==> src/inc/gct_regs.vh <==
// Purpose: constants for the gpib controller command and timeout block
// Assumes: 25 MHz clock, byte-wide host port
// Notes: included by the controller design file and the checker; the prescaler does not use it
`ifndef GCT_REGS_VH
`define GCT_REGS_VH
// command codes
`define GCT_CMD_STOP_CNT_IRQ 8'hf0
`define GCT_CMD_GO_IDLE 8'hf1
`define GCT_CMD_RESET 8'hf2
`define GCT_CMD_CLR_IRQS 8'hf3
`define GCT_CMD_STBY_COUNT 8'hf4
`define GCT_CMD_PAR_POLL 8'hf5
`define GCT_CMD_GO_STBY 8'hf6
`define GCT_CMD_LOCAL 8'hf7
`define GCT_CMD_REMOTE 8'hf8
`define GCT_CMD_ABORT 8'hf9
`define GCT_CMD_TAKE 8'hfa
`define GCT_CMD_FORCE 8'hfc
`define GCT_CMD_SYNC 8'hfd
`define GCT_CMD_START_CNT_IRQ 8'hfe
`define GCT_CMD_WR_TOUT 8'he1
`define GCT_CMD_WR_EVC 8'he2
`define GCT_CMD_RD_EVC 8'he3
`define GCT_CMD_RD_ERRF 8'he4
`define GCT_CMD_RD_TOUT 8'he9
`define GCT_CMD_RD_MASK 8'hea
// command class bit position
`define GCT_CLASS_BIT 4
// error flag / mask bit positions
`define GCT_ERR_T1 0
`define GCT_ERR_T2 1
`define GCT_ERR_T3 2
`define GCT_ERR_USER 5
`define GCT_ERR_VALID 8'h27
// timing, nanoseconds and derived cycles at 40 ns
`define GCT_CLK_NS 40
`define GCT_LONG_TICK_NS 4500000
`define GCT_SHORT_TICK_NS 113000
`define GCT_PULSE_NS 17500
`define GCT_IFC_NS 100000
`define GCT_LONG_TICK_CYC (`GCT_LONG_TICK_NS / `GCT_CLK_NS)
`define GCT_SHORT_TICK_CYC (`GCT_SHORT_TICK_NS / `GCT_CLK_NS)
`define GCT_PULSE_CYC ((`GCT_PULSE_NS + `GCT_CLK_NS - 1) / `GCT_CLK_NS)
`define GCT_IFC_CYC ((`GCT_IFC_NS + `GCT_CLK_NS - 1) / `GCT_CLK_NS)
`endif

==> src/rtl/gct_prescale.v <==
// Purpose: tick generator for the timeout countdowns
// Assumes: one clock, synchronous reset
// Notes: period chosen per active timeout function
`timescale 1ns/1ps
module gct_prescale #(
  parameter LONG_CYC = 112500,
  parameter SHORT_CYC = 2825
) (
  // clock and reset
  input wire i_clk,
  input wire i_rst,
  // control
  input wire i_run,
  input wire i_short,
  // tick out
  output wire o_tick
);
  // free count of cycles in current interval
  reg [16:0] cnt_ff;
  wire [16:0] limit = i_short ? SHORT_CYC[16:0] - 17'h1 : LONG_CYC[16:0] - 17'h1;
  // tick at end of interval
  assign o_tick = i_run && (cnt_ff >= limit);
  // interval counter, restarts whenever not running
  always @(posedge i_clk) begin
    if (i_rst || !i_run || o_tick) begin
      cnt_ff <= 17'h0;
    end else begin
      cnt_ff <= cnt_ff + 17'h1;
    end
  end
endmodule // gct_prescale

==> src/rtl/gct_ctrl.v <==
// Purpose: gpib controller command interpreter with timeout watchdogs
// Assumes: host writes one byte per strobe; bus lines sampled via two flops
// Notes: a data write directly after a write-utility command fills that register
// What this block does
// - flag takeover when atn held too long
// - take command loads and starts countdown
// - take countdown zero sets flag and error
// - keep trying take until atn released
// - clear-irqs stops atn watch, clears flags
// - standby countdown reloads on count falling edge
// - standby expiry flags, then 256 counts
// - sync take flags expiry while dav held
// - ifc or ren request flags user error
// - error mask gates error interrupt
// - read-mask command returns error mask
// - bit four splits operation and utility
// - stop-count command masks count event
// - go idle only when active in charge
// - reset command mimics external reset, except a system controller also pulses ifc and takes charge
// - clear-irqs clears flags and waits
// - standby counting raises count event after reload counts, then every 256
// - parallel poll drives eoi and atn
// - go standby only when in charge
// - local or remote need system controller
// - abort pulses ifc, takes charge
// - take from idle waits atn release
// - force take in standby at once
// - reload zero means 256 counts
// - error flags bits zero-two and five
`timescale 1ns/1ps
`include "gct_regs.vh"
module gct_ctrl #(
  parameter LONG_CYC = `GCT_LONG_TICK_CYC,
  parameter SHORT_CYC = `GCT_SHORT_TICK_CYC
) (
  // clock and reset
  input wire i_clk,
  input wire i_rst,
  // host port
  input wire i_cmd_wr,
  input wire i_data_wr,
  input wire [7:0] i_wdata,
  input wire i_mask_wr,
  input wire i_rd_ack,
  output reg [7:0] o_rdata,
  // bus lines and straps
  input wire i_atn_n,
  input wire i_dav_n,
  input wire i_count,
  input wire i_sys_ctrl,
  // bus drives
  output reg o_atn,
  output reg o_ifc,
  output reg o_ren,
  output reg o_eoi,
  // status
  output reg o_task_done_irq,
  output reg o_special_irq,
  output reg o_count_done_flag,
  output reg o_err_summary,
  output reg [7:0] o_err_flags,
  output reg [1:0] o_ctl_state,
  output reg o_reset_pulse
);
  // controller states, one-hot
  localparam ST_IDLE = 4'b0001;
  localparam ST_ACT = 4'b0010;
  localparam ST_STBY = 4'b0100;
  localparam ST_WAIT = 4'b1000;
  // watch kinds
  localparam W_NONE = 4'b0001;
  localparam W_TAKE = 4'b0010;
  localparam W_STBY = 4'b0100;
  localparam W_SYNC = 4'b1000;
  // synchronisers
  reg [1:0] atn_s_ff, dav_s_ff, cnt_s_ff, syc_s_ff;
  reg cnt_d_ff;
  wire atn_act = ~atn_s_ff[1];
  wire dav_act = ~dav_s_ff[1];
  wire system_controller_jumper = syc_s_ff[1];
  wire cnt_fall = cnt_d_ff & ~cnt_s_ff[1];
  // registers
  reg [3:0] st_ff;
  reg [3:0] watch_ff;
  reg [7:0] tout_reload_ff;  // timeout reload
  reg [7:0] tout_cnt_ff;     // timeout status
  reg [7:0] ev_reload_ff;    // event counter reload
  reg [7:0] ev_cnt_ff;       // event counter status
  reg [7:0] err_mask_ff;     // error interrupt mask
  reg [7:0] pend_ff;         // pending utility write command
  reg ev_en_ff;              // count event enabled
  reg ev_irq_en_ff;          // count event interrupt not stopped
  reg after_exp_ff;          // standby past first expiry
  reg expired_ff;            // take or sync countdown already flagged
  reg [9:0] pulse_ff;        // reset pulse counter
  reg [12:0] ifc_ff;         // ifc hold counter
  reg [12:0] ren_ff;         // ren false hold counter
  reg ren_want_ff;           // ren level requested
  wire tick;
  // tick per timeout function
  // prescaler select
  gct_prescale #(.LONG_CYC(LONG_CYC), .SHORT_CYC(SHORT_CYC)) u_pre (
    .i_clk(i_clk),
    .i_rst(i_rst),
    .i_run(watch_ff != W_NONE),
    .i_short(watch_ff == W_STBY),
    .o_tick(tick)
  );
  // input synchronisers
  always @(posedge i_clk) begin
    if (i_rst) begin
      atn_s_ff <= 2'b11;
      dav_s_ff <= 2'b11;
      cnt_s_ff <= 2'b11;
      syc_s_ff <= 2'b00;
      cnt_d_ff <= 1'b1;
    end else begin
      atn_s_ff <= {atn_s_ff[0], i_atn_n};
      dav_s_ff <= {dav_s_ff[0], i_dav_n};
      cnt_s_ff <= {cnt_s_ff[0], i_count};
      syc_s_ff <= {syc_s_ff[0], i_sys_ctrl};
      cnt_d_ff <= cnt_s_ff[1];
    end
  end
  // command decode
  // class bit split
  wire is_op = i_cmd_wr && i_wdata[`GCT_CLASS_BIT];
  wire is_util = i_cmd_wr && !i_wdata[`GCT_CLASS_BIT];
  wire in_charge = st_ff[1] | st_ff[2];
  wire do_rst = is_op && (i_wdata == `GCT_CMD_RESET);
  wire do_clr = is_op && (i_wdata == `GCT_CMD_CLR_IRQS);
  wire [8:0] reload9 = (tout_reload_ff == 8'h00) ? 9'h100 : {1'b0, tout_reload_ff};
  wire tout_zero = (tout_cnt_ff == 8'h01) && tick;
  // events of this cycle; a clear-irqs in the same cycle keeps them (set wins)
  wire set_t1 = (watch_ff == W_TAKE) && tout_zero && !expired_ff;
  wire set_t2 = (watch_ff == W_STBY) && !cnt_fall && tout_zero;
  wire set_t3 = (watch_ff == W_SYNC) && tout_zero && dav_act && !expired_ff;
  wire set_ev = ev_en_ff && ev_irq_en_ff && cnt_fall && (ev_cnt_ff == 8'h01);
  // hold lengths, cut to the counter widths on purpose
  wire [31:0] pulse_len = `GCT_PULSE_CYC;
  wire [31:0] hold_len = `GCT_IFC_CYC;
  wire err_any = |(o_err_flags & err_mask_ff & `GCT_ERR_VALID);
  // main controller process
  always @(posedge i_clk) begin
    if (i_rst || do_rst) begin
      st_ff <= ST_IDLE;
      watch_ff <= W_NONE;
      tout_reload_ff <= 8'h00;
      tout_cnt_ff <= 8'h00;
      ev_reload_ff <= 8'h00;
      ev_cnt_ff <= 8'h00;
      err_mask_ff <= 8'h00;
      pend_ff <= 8'h00;
      ev_en_ff <= 1'b0;
      ev_irq_en_ff <= 1'b0;
      after_exp_ff <= 1'b0;
      expired_ff <= 1'b0;
      o_err_flags <= 8'h00;
      o_count_done_flag <= 1'b0;
      o_task_done_irq <= 1'b0;
      o_rdata <= 8'h00;
      o_atn <= 1'b0;
      o_eoi <= 1'b0;
      ren_want_ff <= 1'b0;
      pulse_ff <= pulse_len[9:0];
      ifc_ff <= 13'h0;
      ren_ff <= 13'h0;
      // system controller takes charge as ifc starts
      if (system_controller_jumper && !i_rst) begin
        ifc_ff <= hold_len[12:0];
        st_ff <= ST_ACT;
        o_atn <= 1'b1;
      end
    end else begin
      // hold counters
      if (pulse_ff != 10'h0) begin
        pulse_ff <= pulse_ff - 10'h1;
      end
      if (ifc_ff != 13'h0) begin
        ifc_ff <= ifc_ff - 13'h1;
      end
      if (ren_ff != 13'h0) begin
        ren_ff <= ren_ff - 13'h1;
      end
      if (i_rd_ack) begin
        o_task_done_irq <= 1'b0;
      end
      // timeout countdown
      if (watch_ff != W_NONE && tick) begin
        tout_cnt_ff <= tout_cnt_ff - 8'h1;
      end
      if (set_t1) begin
        o_err_flags[`GCT_ERR_T1] <= 1'b1;
        expired_ff <= 1'b1;
      end
      if (set_t3) begin
        o_err_flags[`GCT_ERR_T3] <= 1'b1;
        expired_ff <= 1'b1;
      end
      // assert atn then active
      // sync take ends the same way once dav is released
      if ((watch_ff == W_TAKE && !atn_act) || (watch_ff == W_SYNC && !dav_act)) begin
        o_atn <= 1'b1;
        st_ff <= ST_ACT;
        watch_ff <= W_NONE;
        o_task_done_irq <= 1'b1;
      end
      if (watch_ff == W_STBY) begin
        if (cnt_fall) begin
          tout_cnt_ff <= reload9[7:0];
          after_exp_ff <= 1'b0;
        end else if (tout_zero) begin
          o_err_flags[`GCT_ERR_T2] <= 1'b1;
          after_exp_ff <= 1'b1;
        end
      end
      if (ev_en_ff && cnt_fall) begin
        ev_cnt_ff <= ev_cnt_ff - 8'h1;
        if (ev_cnt_ff == 8'h01) begin
          if (ev_irq_en_ff) begin
            o_count_done_flag <= 1'b1;
          end
        end
      end
      // data write fills pending utility register
      if (i_data_wr) begin
        if (pend_ff == `GCT_CMD_WR_TOUT) begin
          tout_reload_ff <= i_wdata;
        end else if (pend_ff == `GCT_CMD_WR_EVC) begin
          ev_reload_ff <= i_wdata;
          ev_cnt_ff <= i_wdata;
        end
        pend_ff <= 8'h00;
      end
      if (i_mask_wr) begin
        err_mask_ff <= i_wdata & `GCT_ERR_VALID;
      end
      // utility commands
      if (is_util) begin
        pend_ff <= i_wdata;
        case (i_wdata)
          `GCT_CMD_RD_MASK: begin
            o_rdata <= err_mask_ff;
            o_task_done_irq <= 1'b1;
          end
          `GCT_CMD_RD_ERRF: begin
            o_rdata <= o_err_flags & `GCT_ERR_VALID;
            o_task_done_irq <= 1'b1;
          end
          `GCT_CMD_RD_TOUT: begin
            o_rdata <= tout_cnt_ff;
            o_task_done_irq <= 1'b1;
          end
          `GCT_CMD_RD_EVC: begin
            o_rdata <= ev_cnt_ff;
            o_task_done_irq <= 1'b1;
          end
          default: begin
            o_rdata <= o_rdata;
          end
        endcase
      end
      // operation commands
      if (is_op) begin
        case (i_wdata)
          `GCT_CMD_STOP_CNT_IRQ: begin
            ev_irq_en_ff <= 1'b0;
          end
          `GCT_CMD_START_CNT_IRQ: begin
            ev_irq_en_ff <= 1'b1;
          end
          `GCT_CMD_GO_IDLE: begin
            if (st_ff == ST_ACT) begin
              o_atn <= 1'b0;
              st_ff <= ST_IDLE;
              o_task_done_irq <= 1'b1;
            end
          end
          `GCT_CMD_CLR_IRQS: begin
            // drop waits, no task done
            // events landing in this very cycle survive the clear
            o_err_flags <= {5'h00, set_t3, set_t2, set_t1};
            o_count_done_flag <= set_ev;
            expired_ff <= 1'b0;
            if (watch_ff != W_STBY) begin
              watch_ff <= W_NONE;
            end
          end
          `GCT_CMD_STBY_COUNT, `GCT_CMD_GO_STBY: begin
            if (in_charge) begin
              st_ff <= ST_STBY;
              o_atn <= 1'b0;
              o_eoi <= 1'b0;
              watch_ff <= W_STBY;
              tout_cnt_ff <= reload9[7:0];
              after_exp_ff <= 1'b0;
              o_task_done_irq <= 1'b1;
              if (i_wdata == `GCT_CMD_STBY_COUNT) begin
                ev_en_ff <= 1'b1;
                ev_irq_en_ff <= 1'b1;
                ev_cnt_ff <= ev_reload_ff;
              end
            end
          end
          `GCT_CMD_PAR_POLL: begin
            if (in_charge) begin
              o_eoi <= 1'b1;
              o_atn <= 1'b1;
            end
          end
          `GCT_CMD_LOCAL, `GCT_CMD_REMOTE: begin
            if (system_controller_jumper) begin
              ren_want_ff <= (i_wdata == `GCT_CMD_REMOTE);
              if (i_wdata == `GCT_CMD_LOCAL) begin
                ren_ff <= hold_len[12:0];
              end
              o_task_done_irq <= 1'b1;
            end else begin
              o_err_flags[`GCT_ERR_USER] <= 1'b1;
            end
          end
          `GCT_CMD_ABORT: begin
            if (system_controller_jumper) begin
              ifc_ff <= hold_len[12:0];
              st_ff <= ST_ACT;
              o_atn <= 1'b1;
              watch_ff <= W_NONE;
              // task done only when charge is newly taken; a pending one stays
              if (!in_charge) begin
                o_task_done_irq <= 1'b1;
              end
            end else begin
              o_err_flags[`GCT_ERR_USER] <= 1'b1;
            end
          end
          `GCT_CMD_TAKE: begin
            if (st_ff == ST_IDLE) begin
              watch_ff <= W_TAKE;
              tout_cnt_ff <= reload9[7:0];
              expired_ff <= 1'b0;
            end
          end
          `GCT_CMD_FORCE: begin
            if (st_ff == ST_STBY) begin
              o_atn <= 1'b1;
              st_ff <= ST_ACT;
              watch_ff <= W_NONE;
              o_task_done_irq <= 1'b1;
            end
          end
          `GCT_CMD_SYNC: begin
            if (st_ff == ST_STBY) begin
              watch_ff <= W_SYNC;
              tout_cnt_ff <= reload9[7:0];
              expired_ff <= 1'b0;
            end
          end
          default: begin
            st_ff <= st_ff;
          end
        endcase
      end
    end
  end
  // outputs derived from state
  always @(posedge i_clk) begin
    if (i_rst) begin
      o_ifc <= 1'b0;
      o_ren <= 1'b0;
      o_err_summary <= 1'b0;
      o_special_irq <= 1'b0;
      o_ctl_state <= 2'b00;
      o_reset_pulse <= 1'b0;
    end else begin
      o_ifc <= (ifc_ff != 13'h0);
      o_ren <= ren_want_ff && (ren_ff == 13'h0);
      o_err_summary <= err_any;
      o_special_irq <= err_any | o_count_done_flag;
      o_ctl_state <= {st_ff[2], st_ff[1]};
      o_reset_pulse <= (pulse_ff != 10'h0);
    end
  end
endmodule // gct_ctrl

==> config.mk <==
export PLATFORM = sky130hd
export DESIGN_NAME = gct_ctrl
export DESIGN_NICKNAME = d
export VERILOG_FILES = /design/src/rtl/gct_prescale.v /design/src/rtl/gct_ctrl.v
export VERILOG_INCLUDE_DIRS = /design/src /design/src/inc
export SDC_FILE = /design/constraint.sdc
export NUM_CORES = 1
export LEC_CHECK = 0
export ABC_AREA = 0
export BUFFER_PORTS_ARGS = -buffer_cell sky130_fd_sc_hd__buf_2
export CAP_MARGIN = 25
export CORE_MARGIN = 2
export CORE_UTILIZATION = 41
export DETAILED_ROUTE_END_ITERATION = 8
export SLEW_MARGIN = 20
export SYNTH_ARGS = -nofsm -noshare
export SYNTH_HDL_FRONTEND = slang
export SYNTH_SLANG_ARGS = --single-unit
==> constraint.sdc <==
create_clock -name i_clk -period 4.3 [get_ports i_clk]
set_input_delay 1.29 -clock i_clk [delete_from_list [all_inputs] [get_ports i_clk]]
set_output_delay 1.29 -clock i_clk [all_outputs]
set_load 0.02 [all_outputs]
# Yosys cells after proc, flatten, opt, wreduce, memory -nomap -nowiden
# Index checks and enable logic that the tools add are counted.
totals:
  output_inout_bits: 27
  regBits: 141
  input_bits: 18
  memories: 0
  word_cells: 235
  romBits: 0
  latch_bits: 0
  ramBits: 0
classes:
  n_eq_ne: 35
  mux: 98
  order_cmp: 1
  n_div: 0
  n_bitwise: 7
  n_reduce_logical: 54
  mul: 0
  shift: 0
  n_addsub: 6
op_table:
  columns: ["cell", "n"]
  rows:
  - ["equality test 8 bit, second input constant", 20]
  - ["two-way mux 8 bit", 18]
  - ["two-way mux 13 bit", 10]
  - ["two-way mux 4 bit", 15]
  - ["two-way mux 1 bit", 40]
  - ["one-hot mux 8 bit (4 select lines)", 1]
  - ["nonzero test 13 bit", 2]
  - ["subtractor 13 x 1 -> 13 bit, second input constant", 2]
  - ["one-hot mux 4 bit (6 select lines)", 1]
  - ["one-hot mux 8 bit (3 select lines)", 1]
  - ["logical AND 1 bit", 21]
  - ["one-hot mux 4 bit (5 select lines)", 1]
  - ["adder 17 x 1 -> 17 bit, second input constant", 1]
  - ["greater-or-equal comparator 17 bit", 1]
  - ["two-way mux 17 bit", 1]
  - ["equality test 8 x 1 -> 1 bit, second input constant", 2]
  - ["subtractor 8 x 1 -> 8 bit, second input constant", 2]
  - ["logical NOT 13 bit", 1]
  - ["two-way mux 12 bit", 1]
  - ["AND reduction 4 bit", 3]
  - ["one-hot mux 1 bit (5 select lines)", 2]
  - ["nonzero test 10 bit", 1]
  - ["subtractor 10 x 1 -> 10 bit, second input constant", 1]
  - ["AND reduction 3 bit", 3]
  - ["27 further kinds", 50]

# Depth between registers and ports, before layout
# Gate-level depths: netlist (run 1).
depth:
  word_depth: 12
  depth_mapped: 13
  depth_no_buf: 10

# By module
# Synthesis (run 1) repeated with hierarchy kept, for this count alone.
hier_totals:
  cells_unflattened: 848
  hier_area_um2: 7282.0
by_module_without_submodules:
  columns: ["module", "n_inst", "seq_area_each_um2", "area_each_um2", "cells_per_inst"]
  rows:
  - ["gct_ctrl", 1, 2522.4, 6236.0, 734]
  - ["gct_prescale", 1, 340.3, 1046.0, 114]

# Worst setup path before layout (run 1)
# OpenSTA, ideal clock, no wires.
synth_timing:
  kind: "input to register"
  startpoint: "input i_wdata[1]"
  endpoint: "register o_rdata[5]"
  slack_ns: 0.935
  required_ns: 4.172
  setup_ns: 0.128
  cell_stages: 9
  t_arrival_ns: 3.237
  path_buffers: 2
  cell_sequence: "clkbuf_1 -> buf_1 -> nand2_1 -> nor4_1 -> nor3_1 -> nand2_1 -> nand3_1 -> o21ai_0 -> nor2_1"
synth_between:
  elab_chain_cells: 3
  word_cells_on_any_way: 10
  classes_between: "eq/ne: 5; mux: 1; reduce/logical: 4"
synth_lines:
  columns: ["element", "line", "source"]
  rows:
  - ["start, declared", "gct_ctrl.v:42", "input wire [7:0] i_wdata,"]
  - ["equality test 8 bit (on tied branches)", null, null]
  - ["nonzero test 4 bit (no line) / logical AND 1 bit (equally long branches)", null, null]
  - ["AND reduction 2 bit (no line) / logical OR 1 bit (equally long branches)", null, null]
  - ["end signal, assigned", "gct_ctrl.v:243", "o_rdata <= err_mask_ff;"]
  - ["end signal, assigned", "gct_ctrl.v:247", "o_rdata <= o_err_flags & `GCT_ERR_VALID;"]
  - ["end signal, assigned", "gct_ctrl.v:251", "o_rdata <= tout_cnt_ff;"]
  - ["end, declared", "gct_ctrl.v:45", "output reg [7:0] o_rdata,"]
# Several ways; a longest one is shown, not always the timed one.
# A chain may end at the register's enable or synchronous reset.

# Final worst setup path (run 1)
layout_timing:
  startpoint: "register watch_ff[0]"
  endpoint: "register o_err_flags[1]"
layout_between:
  elab_chain_cells: 10
  word_cells_on_any_way: 13
  classes_between: "order compare: 1; eq/ne: 2; mux: 6; reduce/logical: 4"
layout_lines:
  columns: ["element", "line", "source"]
  rows:
  - ["start, declared", "gct_ctrl.v:84", "reg [3:0] watch_ff;"]
  - ["start signal, assigned", "gct_ctrl.v:147", "watch_ff <= W_NONE;"]
  - ["start signal, assigned", "gct_ctrl.v:205", "watch_ff <= W_NONE;"]
  - ["start signal, assigned", "gct_ctrl.v:286", "watch_ff <= W_NONE;"]
  - ["equality test 4 x 3 -> 1 bit", "gct_ctrl.v:106, gct_ctrl.v:136, gct_ctrl.v:208", null]
  - ["two-way mux 17 bit", "gct_prescale.v:20", "wire [16:0] limit = i_short ? SHORT_CYC[16:0] - 17'h1 : LONG_CYC[16:0] - 17'h1;"]
  - ["greater-or-equal comparator 17 bit", "gct_prescale.v:22", "assign o_tick = i_run && (cnt_ff >= limit);"]
  - ["logical AND 1 bit", "gct_prescale.v:22", null]
  - ["logical AND 1 bit", "gct_ctrl.v:133", "wire tout_zero = (tout_cnt_ff == 8'h01) && tick;"]
  - ["two-way mux 1 bit", "gct_ctrl.v:212", "end else if (tout_zero) begin"]
  - ["two-way mux 1 bit", "gct_ctrl.v:209", "if (cnt_fall) begin"]
  - ["two-way mux 1 bit", "gct_ctrl.v:208", "if (watch_ff == W_STBY) begin"]
  - ["two-way mux 3 bit", "gct_ctrl.v:265", "case (i_wdata)"]
  - ["two-way mux 3 bit (*)", "gct_ctrl.v:264", "if (is_op) begin"]
  - ["end signal, assigned", "gct_ctrl.v:282", "o_err_flags <= {5'h00, set_t3, set_t2, set_t1};"]
  - ["end, declared", "gct_ctrl.v:61", "output reg [7:0] o_err_flags,"]
# Every way passes the cells marked *; elsewhere a longest branch is shown, timed or not.

==> qor.csv, run 1 <==
stage,metric,value,unit
status,run_status,"finished, final reports clean",
route,wire_length_on_met2,8490,um
worst_setup_path,reg2regPathDepth,10,
worst_setup_path,end_kind,flip-flop,
floorplan,row_count,48,
sta,timing.slew.headroom,30.4,%
sta,report.final.setup_viol,0,
worst_setup_path,slowest_stage,sky130_fd_sc_hd__or4_4,
finish,nNetsFinal,911,
synthesis,syn_area,7090,um2
floorplan,standard_cell_core_area,17100,um2
global_route,global_route.overflow_total,0,
placed_design,detailedPlacementHpwl,12600,um
placed_design,place_worst_setup_slack,0.891,ns
global_route,grt_pass1_vias,5712,
clock_tree,postCtsSetupRepairBufs,0,
worst_setup_path,worstSetupStartpointType,flip-flop,
route,drt-initial-drc-count,545,
global_route,antenna_found_initial,0,
floorplan,die-height,136,um
sta,report.final.slew_viol_count,0,
synthesis,ys_seq_area_share,40.4,%
finish,n_antenna_cell,0,
synthesis,synth.lib_cells_used.distinct,71,
placed_design,io_buffers,40,
synthesis,async_reset_ff_share,0,%
global_route,grt_pass1_wl,29600,um
finish,layout-area-overhead-vs-synth,13.7,%
synthesis,number_of_synthesized_flops_with_an_enable_pin,4,
route,routedLengthMet1,8710,um
clock_tree,cts_max_path_buffers,2,
placed_design,placedCellCount,1084,
worst_setup_path,worstPathCellList,"nor4b_4, inv_2, ha_1, o21a_1, nor2_1, or3b_2, a311oi_4, nor2_2, or4_4, o21ai_1",
clock_tree,cts.reportedPaths.clkPinSlew,0.06,ns
clock_tree,clock-sinks,141,
sta,clock_skew,0.00969,ns
clock_tree,root_buffer,sky130_fd_sc_hd__clkbuf_16,
route,drc,0,
sta,fin_crit,3.21,ns
clock_tree,h-tree-depth,4,
worst_setup_path,path_max_fanout,16,
floorplan,io_pins,45,
sta,hold_slack,0.411,ns
route,wl_per_cell,16.4,um
route,routed_wirelength,18300,um
worst_setup_path,timing_worst_setup_path_type,flip-flop to flip-flop,
placed_design,routabilityCongestion,0.901,
route,antenna_violating_nets_post_route,0,
worst_setup_path,worst_path_required_time,4.66,ns
global_route,tot_gr_track_use,20.5,%
pwr,worst_ir_drop_vdd,0.000285,V
synthesis,avgSynthCellArea,8.26,um2
finish,final_cells,1114,
sta,rsz0062_at_grt,false,
worst_setup_path,critPathArrivalTime,3.56,ns
synthesis,synthCells,859,
clock_tree,ctsHoldBuffers,0,
clock_tree,numCtsBuffers,17,
worst_setup_path,cpPeakStageDelay,0.52,ns
floorplan,design.die.area,18400,um2
run,drv.max_cap_violation_count,0,
route,met3RoutedLength,819,um
synthesis,postSynthRegisterBits,141,
synthesis,ys_dominant_reg_cell,sky130_fd_sc_hd__dfxtp_1,
route,detailedRoute.firstPassIterationCount,5,
worst_hold_path,hold_class,flip-flop to flip-flop,
route,routed_via_density,5.54,
pwr,pwr_density_cell,457,nW/um2
sta,slew_of_the_pin_with_the_lowest_slew_margin,1.03,ns
clock_tree,cts_tree,done,
route,vias,6170,
sta,fmax,312,MHz
global_route,grt_max_degree,46,
worst_hold_path,holdPathStages,1,
floorplan,initial_utilization,41.4,%
finish,post_route_cells_drive_above_1_share,12.7,%
pwr,total_leakage_power,3.09,nW
synthesis,synth.yosys.warnings,0,
sta,hold_violations,0,
finish,nFillCells,1718,
sta,post-route-worst-setup-slack,1.09,ns
clock_tree,clkLatencyLatePin,0.43,ns
route,dr.max_layer_used,met4,
finish,layout.cells.most_common_list,"sky130_fd_sc_hd__dfxtp_1 (137), sky130_fd_sc_hd__nor2_1 (132), sky130_fd_sc_hd__a21oi_1 (61)",
floorplan,fp.dieW,136,um
clock_tree,post_cts_resize_count,0,
sta,final_clock_period_utilization_by_the_worst_path,74.5,%
sta,final.setup.tns,0,ns
finish,layout.cells.most_common,sky130_fd_sc_hd__dfxtp_1,
per-stage QoR:
step	utilization (%)	power (mW)	area, um2
finish	47.1	3.69	8070
global route	47.1	3.87	8070
CTS	47.1	3.72	8070
detailed placement	43.6	2.18	7460
global placement	43.6	2.17	7460
floorplan	-	2.05	7110
power by group:
group | internal, mW | switching (mW)
logic | 0.289 | 0.373
clock network | 0.969 | 0.563
registers | 1.42 | 0.0795
sequential cells by signal, summed over array words and instances, names as in the netlist, 8 cells and up:
name,flops
pend_ff,8
ev_reload_ff,8
tout_cnt_ff,8
ren_ff,13
u_pre.cnt_ff,17
pulse_ff,10
ev_cnt_ff,8
o_rdata,8
tout_reload_ff,8
ifc_ff,13
critical path, delay by kind of cell, from the launching register on:
kind	cells	cell delay, ns
AND/OR/NAND/NOR	5	1.56
flip-flops	1	0.40
AO/OA/AOI/OAI	3	0.64
adder cells (fa/ha/maj)	1	0.35
buffers and inverters	1	0.20
synth_stat cells, types with 3 or more instances:
| library cell | instances | area (um2) |
|---|---|---|
| sky130_fd_sc_hd__dfxtp_1 | 137 | 2740 |
| sky130_fd_sc_hd__nor2_1 | 132 | 495 |
| sky130_fd_sc_hd__a21oi_1 | 61 | 305 |
| sky130_fd_sc_hd__nand2_1 | 52 | 195 |
| sky130_fd_sc_hd__o21ai_0 | 42 | 210 |
| sky130_fd_sc_hd__clkbuf_1 | 41 | 154 |
| sky130_fd_sc_hd__nor3_1 | 29 | 145 |
| sky130_fd_sc_hd__xnor2_1 | 28 | 245 |
| sky130_fd_sc_hd__nand3_1 | 26 | 130 |
| sky130_fd_sc_hd__a211oi_1 | 21 | 158 |
| sky130_fd_sc_hd__inv_1 | 20 | 75.1 |
| sky130_fd_sc_hd__xor2_1 | 20 | 175 |
| sky130_fd_sc_hd__mux2i_1 | 18 | 180 |
| sky130_fd_sc_hd__or3_1 | 17 | 106 |
| sky130_fd_sc_hd__nor4_1 | 16 | 100 |
| sky130_fd_sc_hd__ha_1 | 15 | 188 |
| sky130_fd_sc_hd__nor3b_1 | 15 | 113 |
| sky130_fd_sc_hd__or2_2 | 13 | 81.3 |
| sky130_fd_sc_hd__a31oi_1 | 12 | 75.1 |
| sky130_fd_sc_hd__nor2b_1 | 12 | 75.1 |
| sky130_fd_sc_hd__nand4_1 | 11 | 68.8 |
| sky130_fd_sc_hd__a22oi_1 | 8 | 60.1 |
| sky130_fd_sc_hd__nand2b_1 | 7 | 43.8 |
| sky130_fd_sc_hd__nand3b_1 | 7 | 52.6 |
| sky130_fd_sc_hd__or4_1 | 7 | 52.6 |
| sky130_fd_sc_hd__and3_1 | 6 | 37.5 |
| sky130_fd_sc_hd__nor4b_1 | 6 | 52.6 |
| sky130_fd_sc_hd__buf_1 | 5 | 18.8 |
| sky130_fd_sc_hd__a222oi_1 | 4 | 40.0 |
| sky130_fd_sc_hd__buf_4 | 4 | 30.0 |
| sky130_fd_sc_hd__edfxtp_1 | 4 | 120 |
| sky130_fd_sc_hd__nand4b_1 | 4 | 35.0 |
| sky130_fd_sc_hd__o21ai_1 | 4 | 20.0 |
| sky130_fd_sc_hd__o31ai_1 | 4 | 30.0 |
| sky130_fd_sc_hd__a31o_2 | 3 | 26.3 |
| sky130_fd_sc_hd__or3b_2 | 3 | 26.3 |
per-layer routing:
metal / GRT usage [%] / vias to the layer above
met5: 0 / -
met2: 32.4 / 154
met1: 27.4 / 2886
met3: 5.05 / 25
met4: 7.06 / 0
li1: - / 3105
layout make-up:
cell class / count / area (um2) / share of cell area (%)
inverters: 21 / 78.8 / 0.977
repair buffers: 50 / 288 / 3.57
well taps: 225 / 282 / 3.49
flip-flops and latches: 141 / 2860 / 35.5
multi-input cells: 647 / 3950 / 48.9
clock buffers: 20 / 478 / 5.92
clock inverters: 10 / 135 / 1.67
path summary, 6_finish.rpt:
check                               from  slack (ns)                        end
setup / recovery  watch_ff[0]$_SDFF_PP1_        1.09  o_err_flags[1]$_SDFF_PP0_
hold / removal    atn_s_ff[0]$_SDFF_PP1_        0.41     atn_s_ff[1]$_SDFF_PP1_
setup reg to reg  watch_ff[0]$_SDFF_PP1_        1.09  o_err_flags[1]$_SDFF_PP0_
hold reg to reg   atn_s_ff[0]$_SDFF_PP1_        0.41     atn_s_ff[1]$_SDFF_PP1_
kinds of logic (layout without fill, tap and decap cells):
group	count (synthesis)	after routing	share of synthesized area (%)
AOI/OAI and AO/OA	186	186	16.5
muxes	19	19	2.70
adders and majority gates	15	15	2.65
DFF	141	141	40.4
buffers and inverters	74	101	4.36
xor gates and xnor gates	48	48	5.93
and+or+nand+nor	375	375	27.5
other	1	4	0.0529
(Power assumes the default switching activity.)
==> run 2, diff against run 1 <==
Clock period 4.3 ns to 3.4 ns, I/O delays scaled along.
==> run 2 against run 1 <==
  * Die area unchanged
  * Register-to-register slack lost 0.70 ns
  * Maximum frequency up 6.5%
==> qor.csv, run 2 (synthesis gave the netlist of run 1 again) <==
stage,metric,value,unit
status,run_status,"finished, final reports clean",
finish,layout-area-overhead-vs-synth,15.7,%
sta,fmax,332,MHz
worst_setup_path,critPathArrivalTime,3.36,ns
global_route,grt_pass1_wl,29300,um
clock_tree,root_buffer,sky130_fd_sc_hd__clkbuf_16,
placed_design,io_buffers,40,
worst_hold_path,hold_class,flip-flop to flip-flop,
run,drv.max_cap_violation_count,0,
floorplan,row_count,48,
clock_tree,clock-sinks,141,
pwr,pwr_density_cell,577,nW/um2
worst_setup_path,critical_path.endpoint,tout_cnt_ff[5]$_SDFF_PP0_,
route,wl_per_cell,15.8,um
sta,hold_violations,0,
floorplan,die-height,136,um
worst_hold_path,holdPathStages,1,
clock_tree,cts_max_path_buffers,2,
clock_tree,ctsHoldBuffers,0,
pwr,total_leakage_power,3.16,nW
worst_setup_path,timing_worst_setup_path_type,flip-flop to flip-flop,
worst_setup_path,ff2ff_setup_slack,0.39,ns
route,routed_wirelength,17800,um
pwr,power,4.74,mW
sta,rsz0062_at_grt,false,
sta,timing.slew.headroom,35.6,%
floorplan,fp.dieW,136,um
finish,top_register,u_pre.cnt_ff,
finish,nNetsFinal,926,
sta,slew_of_the_pin_with_the_lowest_slew_margin,0.953,ns
sta,clock_skew,0.00828,ns
global_route,antenna_found_initial,0,
finish,nFillCells,1711,
finish,layout.cells.most_common_list,"sky130_fd_sc_hd__dfxtp_1 (137), sky130_fd_sc_hd__nor2_1 (132), sky130_fd_sc_hd__a21oi_1 (61)",
clock_tree,cts.reportedPaths.clkPinSlew,0.06,ns
route,vias,6161,
finish,post_route_cells_drive_above_1_share,14.3,%
route,antenna_violating_nets_post_route,0,
clock_tree,clkLatencyLatePin,0.43,ns
worst_setup_path,r2r-end,tout_cnt_ff[5]$_SDFF_PP0_,
worst_setup_path,worst_path_required_time,3.75,ns
worst_setup_path,r2r-start,watch_ff[0]$_SDFF_PP1_,
route,detailedRoute.firstPassIterationCount,5,
global_route,grt_pass1_vias,5773,
sta,report.final.slew_viol_count,0,
route,drc,0,
floorplan,design.die.area,18400,um2
clock_tree,cts_tree,done,
placed_design,routabilityCongestion,0.956,
finish,top_regs,"u_pre.cnt_ff (17), ifc_ff (13), ren_ff (13)",
global_route,tot_gr_track_use,20.3,%
finish,n_antenna_cell,0,
floorplan,initial_utilization,41.4,%
sta,final.setup.tns,0,ns
floorplan,io_pins,45,
route,drt-initial-drc-count,514,
clock_tree,h-tree-depth,4,
finish,layout.cells.most_common,sky130_fd_sc_hd__dfxtp_1,
clock_tree,post_cts_resize_count,0,
sta,final_clock_period_utilization_by_the_worst_path,88.5,%
placed_design,detailedPlacementHpwl,12900,um
sta,post-route-worst-setup-slack,0.392,ns
route,routed_via_density,5.45,
finish,largest_register_ffs,17,
floorplan,standard_cell_core_area,17100,um2
sta,report.final.setup_viol,0,
pwr,worst_ir_drop_vdd,0.000369,V
global_route,global_route.overflow_total,0,
worst_setup_path,path_max_fanout,8,
sta,fin_crit,3.01,ns
clock_tree,postCtsSetupRepairBufs,0,
worst_setup_path,reg2regPathDepth,11,
global_route,grt_max_degree,53,
worst_setup_path,worstSetupStartpointType,flip-flop,
finish,layout.cell_area.non_filler,8210,um2
worst_setup_path,end_kind,flip-flop,
placed_design,place_worst_setup_slack,0.361,ns
worst_setup_path,worst_setup_path_startpoint,watch_ff[0]$_SDFF_PP1_,
placed_design,placement.cell_area,7570,um2
clock_tree,numCtsBuffers,17,
## run 2: layout make-up
type,instances,area [um2],area share [%]
Sequential cell,141,2860,34.9
Tap cell,225,282,3.43
Clock buffer,18,450,5.49
Multi-Input combinational cell,647,3950,48.1
Inverter,21,78.8,0.961
Clock inverter,13,188,2.29
Timing Repair Buffer,65,400,4.88
## run 2: worst min path at each step
stage	from	slack (ns)	endpoint
2_1_floorplan	atn_s_ff[0]$_SDFF_PP1_	0.39	atn_s_ff[1]$_SDFF_PP1_
3_3_place_gp	cnt_s_ff[0]$_SDFF_PP1_	0.40	cnt_s_ff[1]$_SDFF_PP1_
3_5_place_dp	cnt_s_ff[0]$_SDFF_PP1_	0.39	cnt_s_ff[1]$_SDFF_PP1_
6_report	dav_s_ff[0]$_SDFF_PP1_	0.41	dav_s_ff[1]$_SDFF_PP1_
5_1_grt	cnt_s_ff[0]$_SDFF_PP1_	0.43	cnt_s_ff[1]$_SDFF_PP1_
4_1_cts	dav_s_ff[0]$_SDFF_PP1_	0.41	dav_s_ff[1]$_SDFF_PP1_
## run 2: worst max-delay path, cell delays in order (launching register included)
cell	delay [ns]
sky130_fd_sc_hd__dfxtp_1	0.39
sky130_fd_sc_hd__nor4b_4	0.33
sky130_fd_sc_hd__buf_4	0.22
sky130_fd_sc_hd__ha_1	0.16
sky130_fd_sc_hd__o21a_1	0.12
sky130_fd_sc_hd__nor2_1	0.04
sky130_fd_sc_hd__or3b_2	0.51
sky130_fd_sc_hd__a311oi_4	0.37
sky130_fd_sc_hd__nor2_2	0.12
sky130_fd_sc_hd__buf_4	0.17
sky130_fd_sc_hd__or3_1	0.34
sky130_fd_sc_hd__a31oi_1	0.17
## run 2: power by group
part	internal (mW)	total [mW]	switching [mW]	leakage, nW
Combinational	0.373	0.842	0.469	1.71
Sequential	1.79	1.89	0.101	1.16
Clock	1.27	2.00	0.736	0.292
Total	3.43	4.74	1.31	3.16
## run 2: metal layers
layer | GRT usage, % | wire length (um) | vias up | share of wire, %
li1 | - | - | 3138 | -
met1 | 27.8 | 8550 | 2811 | 48
met2 | 31.2 | 7880 | 179 | 44
met3 | 4.19 | 929 | 33 | 5.2
met4 | 8.68 | 464 | 0 | 2.6
met5 | 0 | 0 | - | 0
## run 2: stage by stage
step | hold slack, ns | util (%) | instances
after floorplan | 0.389 | - | 862
after global placement | 0.396 | 44.2 | 1099
after detailed placement | 0.395 | 44.2 | 1099
after CTS | 0.414 | 47.9 | 1130
after global routing | 0.426 | 47.9 | 1130
final | 0.412 | 47.9 | 1130
==> run 3, diff against run 2 <==
Clock period 3.4 ns to 3.2 ns, I/O delays scaled along.
==> run 3 against run 2 <==
  * Critical path depth is the same
  * Worst hold slack lost 0.0044 ns
  * Cell count grew 1.3%
  * Critical path type unchanged
  * Non-clock buffer count grew 14
  * Clock-buffer cell count grew 7
==> qor.csv, run 3 (synthesis gave the netlist of run 1 again) <==
stage,metric,value,unit
status,run_status,"finished, final reports clean",
sta,hold_violations,0,
sta,rsz0062_at_grt,false,
sta,clock_skew,0.00658,ns
clock_tree,clkLatencyLatePin,0.42,ns
route,drt-initial-drc-count,571,
worst_setup_path,critPathArrivalTime,3.32,ns
clock_tree,cts_max_path_buffers,2,
route,routed_via_density,5.42,
pwr,internal_power,3.63,mW
sta,hold_slack,0.408,ns
sta,final.setup.tns,0,ns
global_route,grt.met3_usage,4.60,%
sta,report.final.slew_viol_count,0,
pwr,total_leakage_power,3.24,nW
route,drc,0,
global_route,tot_gr_track_use,20.9,%
clock_tree,root_buffer,sky130_fd_sc_hd__clkbuf_16,
worst_setup_path,worstPathCellList,"nor4b_4, buf_4, ha_1, o21a_1, nor2_1, or3b_2, a311oi_4, nor2_2, buf_4, or3_1, a31oi_1",
global_route,gr-usage-met2,34.0,%
placed_design,detailedPlacementHpwl,13400,um
pwr,netSwitchingPower,1.36,mW
clock_tree,cts_tree,done,
worst_setup_path,slowest_stage,sky130_fd_sc_hd__or3b_2,
worst_setup_path,worstSetupStartpointType,flip-flop,
finish,n_antenna_cell,0,
route,detailedRoute.firstPassIterationCount,8,
pwr,worst_ir_drop_vdd,0.000405,V
worst_hold_path,hold_class,flip-flop to flip-flop,
worst_setup_path,worst_path_most_repeated_cell,sky130_fd_sc_hd__buf_4,
floorplan,design.die.area,18400,um2
pwr,pwr_density_cell,600,nW/um2
sta,fmax,336,MHz
worst_setup_path,path_max_fanout,9,
global_route,global_route.usage.met1,27.5,%
route,routed_wirelength,18600,um
clock_tree,cts.reportedPaths.clkPinSlew,0.06,ns
finish,post_route_cells_drive_above_1_share,15.4,%
run,drv.max_cap_violation_count,0,
clock_tree,h-tree-depth,4,
global_route,grt_max_degree,55,
worst_setup_path,cp.buffers_inverters,2,
global_route,grt_pass1_wl,30300,um
worst_setup_path,timing_worst_setup_path_type,flip-flop to flip-flop,
finish,layout.cells.most_common_list,"sky130_fd_sc_hd__dfxtp_1 (137), sky130_fd_sc_hd__nor2_1 (132), sky130_fd_sc_hd__a21oi_1 (61)",
pwr,comb_power_share,18.0,%
finish,nNetsFinal,940,
sta,fin_crit,2.98,ns
clock_tree,ctsHoldBuffers,0,
clock_tree,clock-sinks,141,
finish,largest_register_ffs,17,
worst_setup_path,timing.critical_path.max_delay_family,simple AND/OR/NAND/NOR gates,
placed_design,io_buffers,40,
worst_setup_path,worst_path_required_time,3.54,ns
floorplan,fp.dieW,136,um
floorplan,initial_utilization,41.4,%
finish,top_register,u_pre.cnt_ff,
floorplan,row_count,48,
sta,timing.slew.headroom,58.3,%
finish,layout.cells.most_common,sky130_fd_sc_hd__dfxtp_1,
finish,layout-area-overhead-vs-synth,17.1,%
finish,nFillCells,1699,
pwr,switching_share,27.2,%
clock_tree,numCtsBuffers,17,
sta,report.final.setup_viol,0,
finish,top_regs,"u_pre.cnt_ff (17), ifc_ff (13), ren_ff (13)",
worst_setup_path,end_kind,flip-flop,
route,wl_per_cell,16.3,um
global_route,grt_busiest_layer,met2,
floorplan,standard_cell_core_area,17100,um2
pwr,seqPwrFrac,40.2,%
sta,final_clock_period_utilization_by_the_worst_path,93.0,%
worst_setup_path,cpPeakStageDelay,0.51,ns
placed_design,routabilityCongestion,0.983,
sta,slew_of_the_pin_with_the_lowest_slew_margin,0.616,ns
route,vias,6211,
floorplan,die-height,136,um
floorplan,io_pins,45,
clock_tree,post_cts_resize_count,0,
clock_tree,postCtsSetupRepairBufs,0,
global_route,antenna_found_initial,0,
global_route,global_route.overflow_total,0,
global_route,grt_pass1_vias,5833,
route,antenna_violating_nets_post_route,0,
pwr,power.share.clock,41.7,%
[run 3: metal layers]
metal | wire (um) | share of wire, %
met2 | 8580 | 46
met1 | 8700 | 47
met3 | 850 | 4.6
met4 | 487 | 2.6
met5 | 0 | 0
[run 3: area by class of cell]
class	instances	area [um2]	area share, %
Sequential cell	141	2860	34.5
Inverter	21	78.8	0.949
Tap cell	225	282	3.39
Timing Repair Buffer	79	505	6.08
Clock buffer	25	538	6.47
Clock inverter	7	97.6	1.17
Multi-Input combinational cell	647	3950	47.5
[run 3: power groups by stage]
stage / clock network, mW / registers (mW) / logic (mW)
finish: 2.08 / 2.01 / 0.900
global route: 2.20 / 2.02 / 1.03
CTS: 2.12 / 2.01 / 0.903
detailed placement: 0 / 2.04 / 0.897
global placement: 0 / 2.04 / 0.888
floorplan: 0 / 2.03 / 0.722
[run 3: final timing paths]
kind                                from                   endpoint  slack (ns)  depth (start not counted)
setup reg to reg  watch_ff[3]$_SDFF_PP0_  tout_cnt_ff[5]$_SDFF_PP0_        0.22                         11
setup / recovery  watch_ff[3]$_SDFF_PP0_  tout_cnt_ff[5]$_SDFF_PP0_        0.22                         11
hold reg to reg   atn_s_ff[0]$_SDFF_PP1_     atn_s_ff[1]$_SDFF_PP1_        0.41                          1
hold / removal    atn_s_ff[0]$_SDFF_PP1_     atn_s_ff[1]$_SDFF_PP1_        0.41                          1
[run 3: metrics by stage]
stage	cell area (um2)	power [mW]	setup WS, ns	util [%]	instances
CTS	8310	5.03	0.214	48.5	1145
finish	8310	4.99	0.224	48.5	1145
floorplan	7110	2.75	0.0178	-	862
global placement	7670	2.93	0.247	44.8	1113
global route	8310	5.25	0.00463	48.5	1145
detailed placement	7670	2.94	0.240	44.8	1113
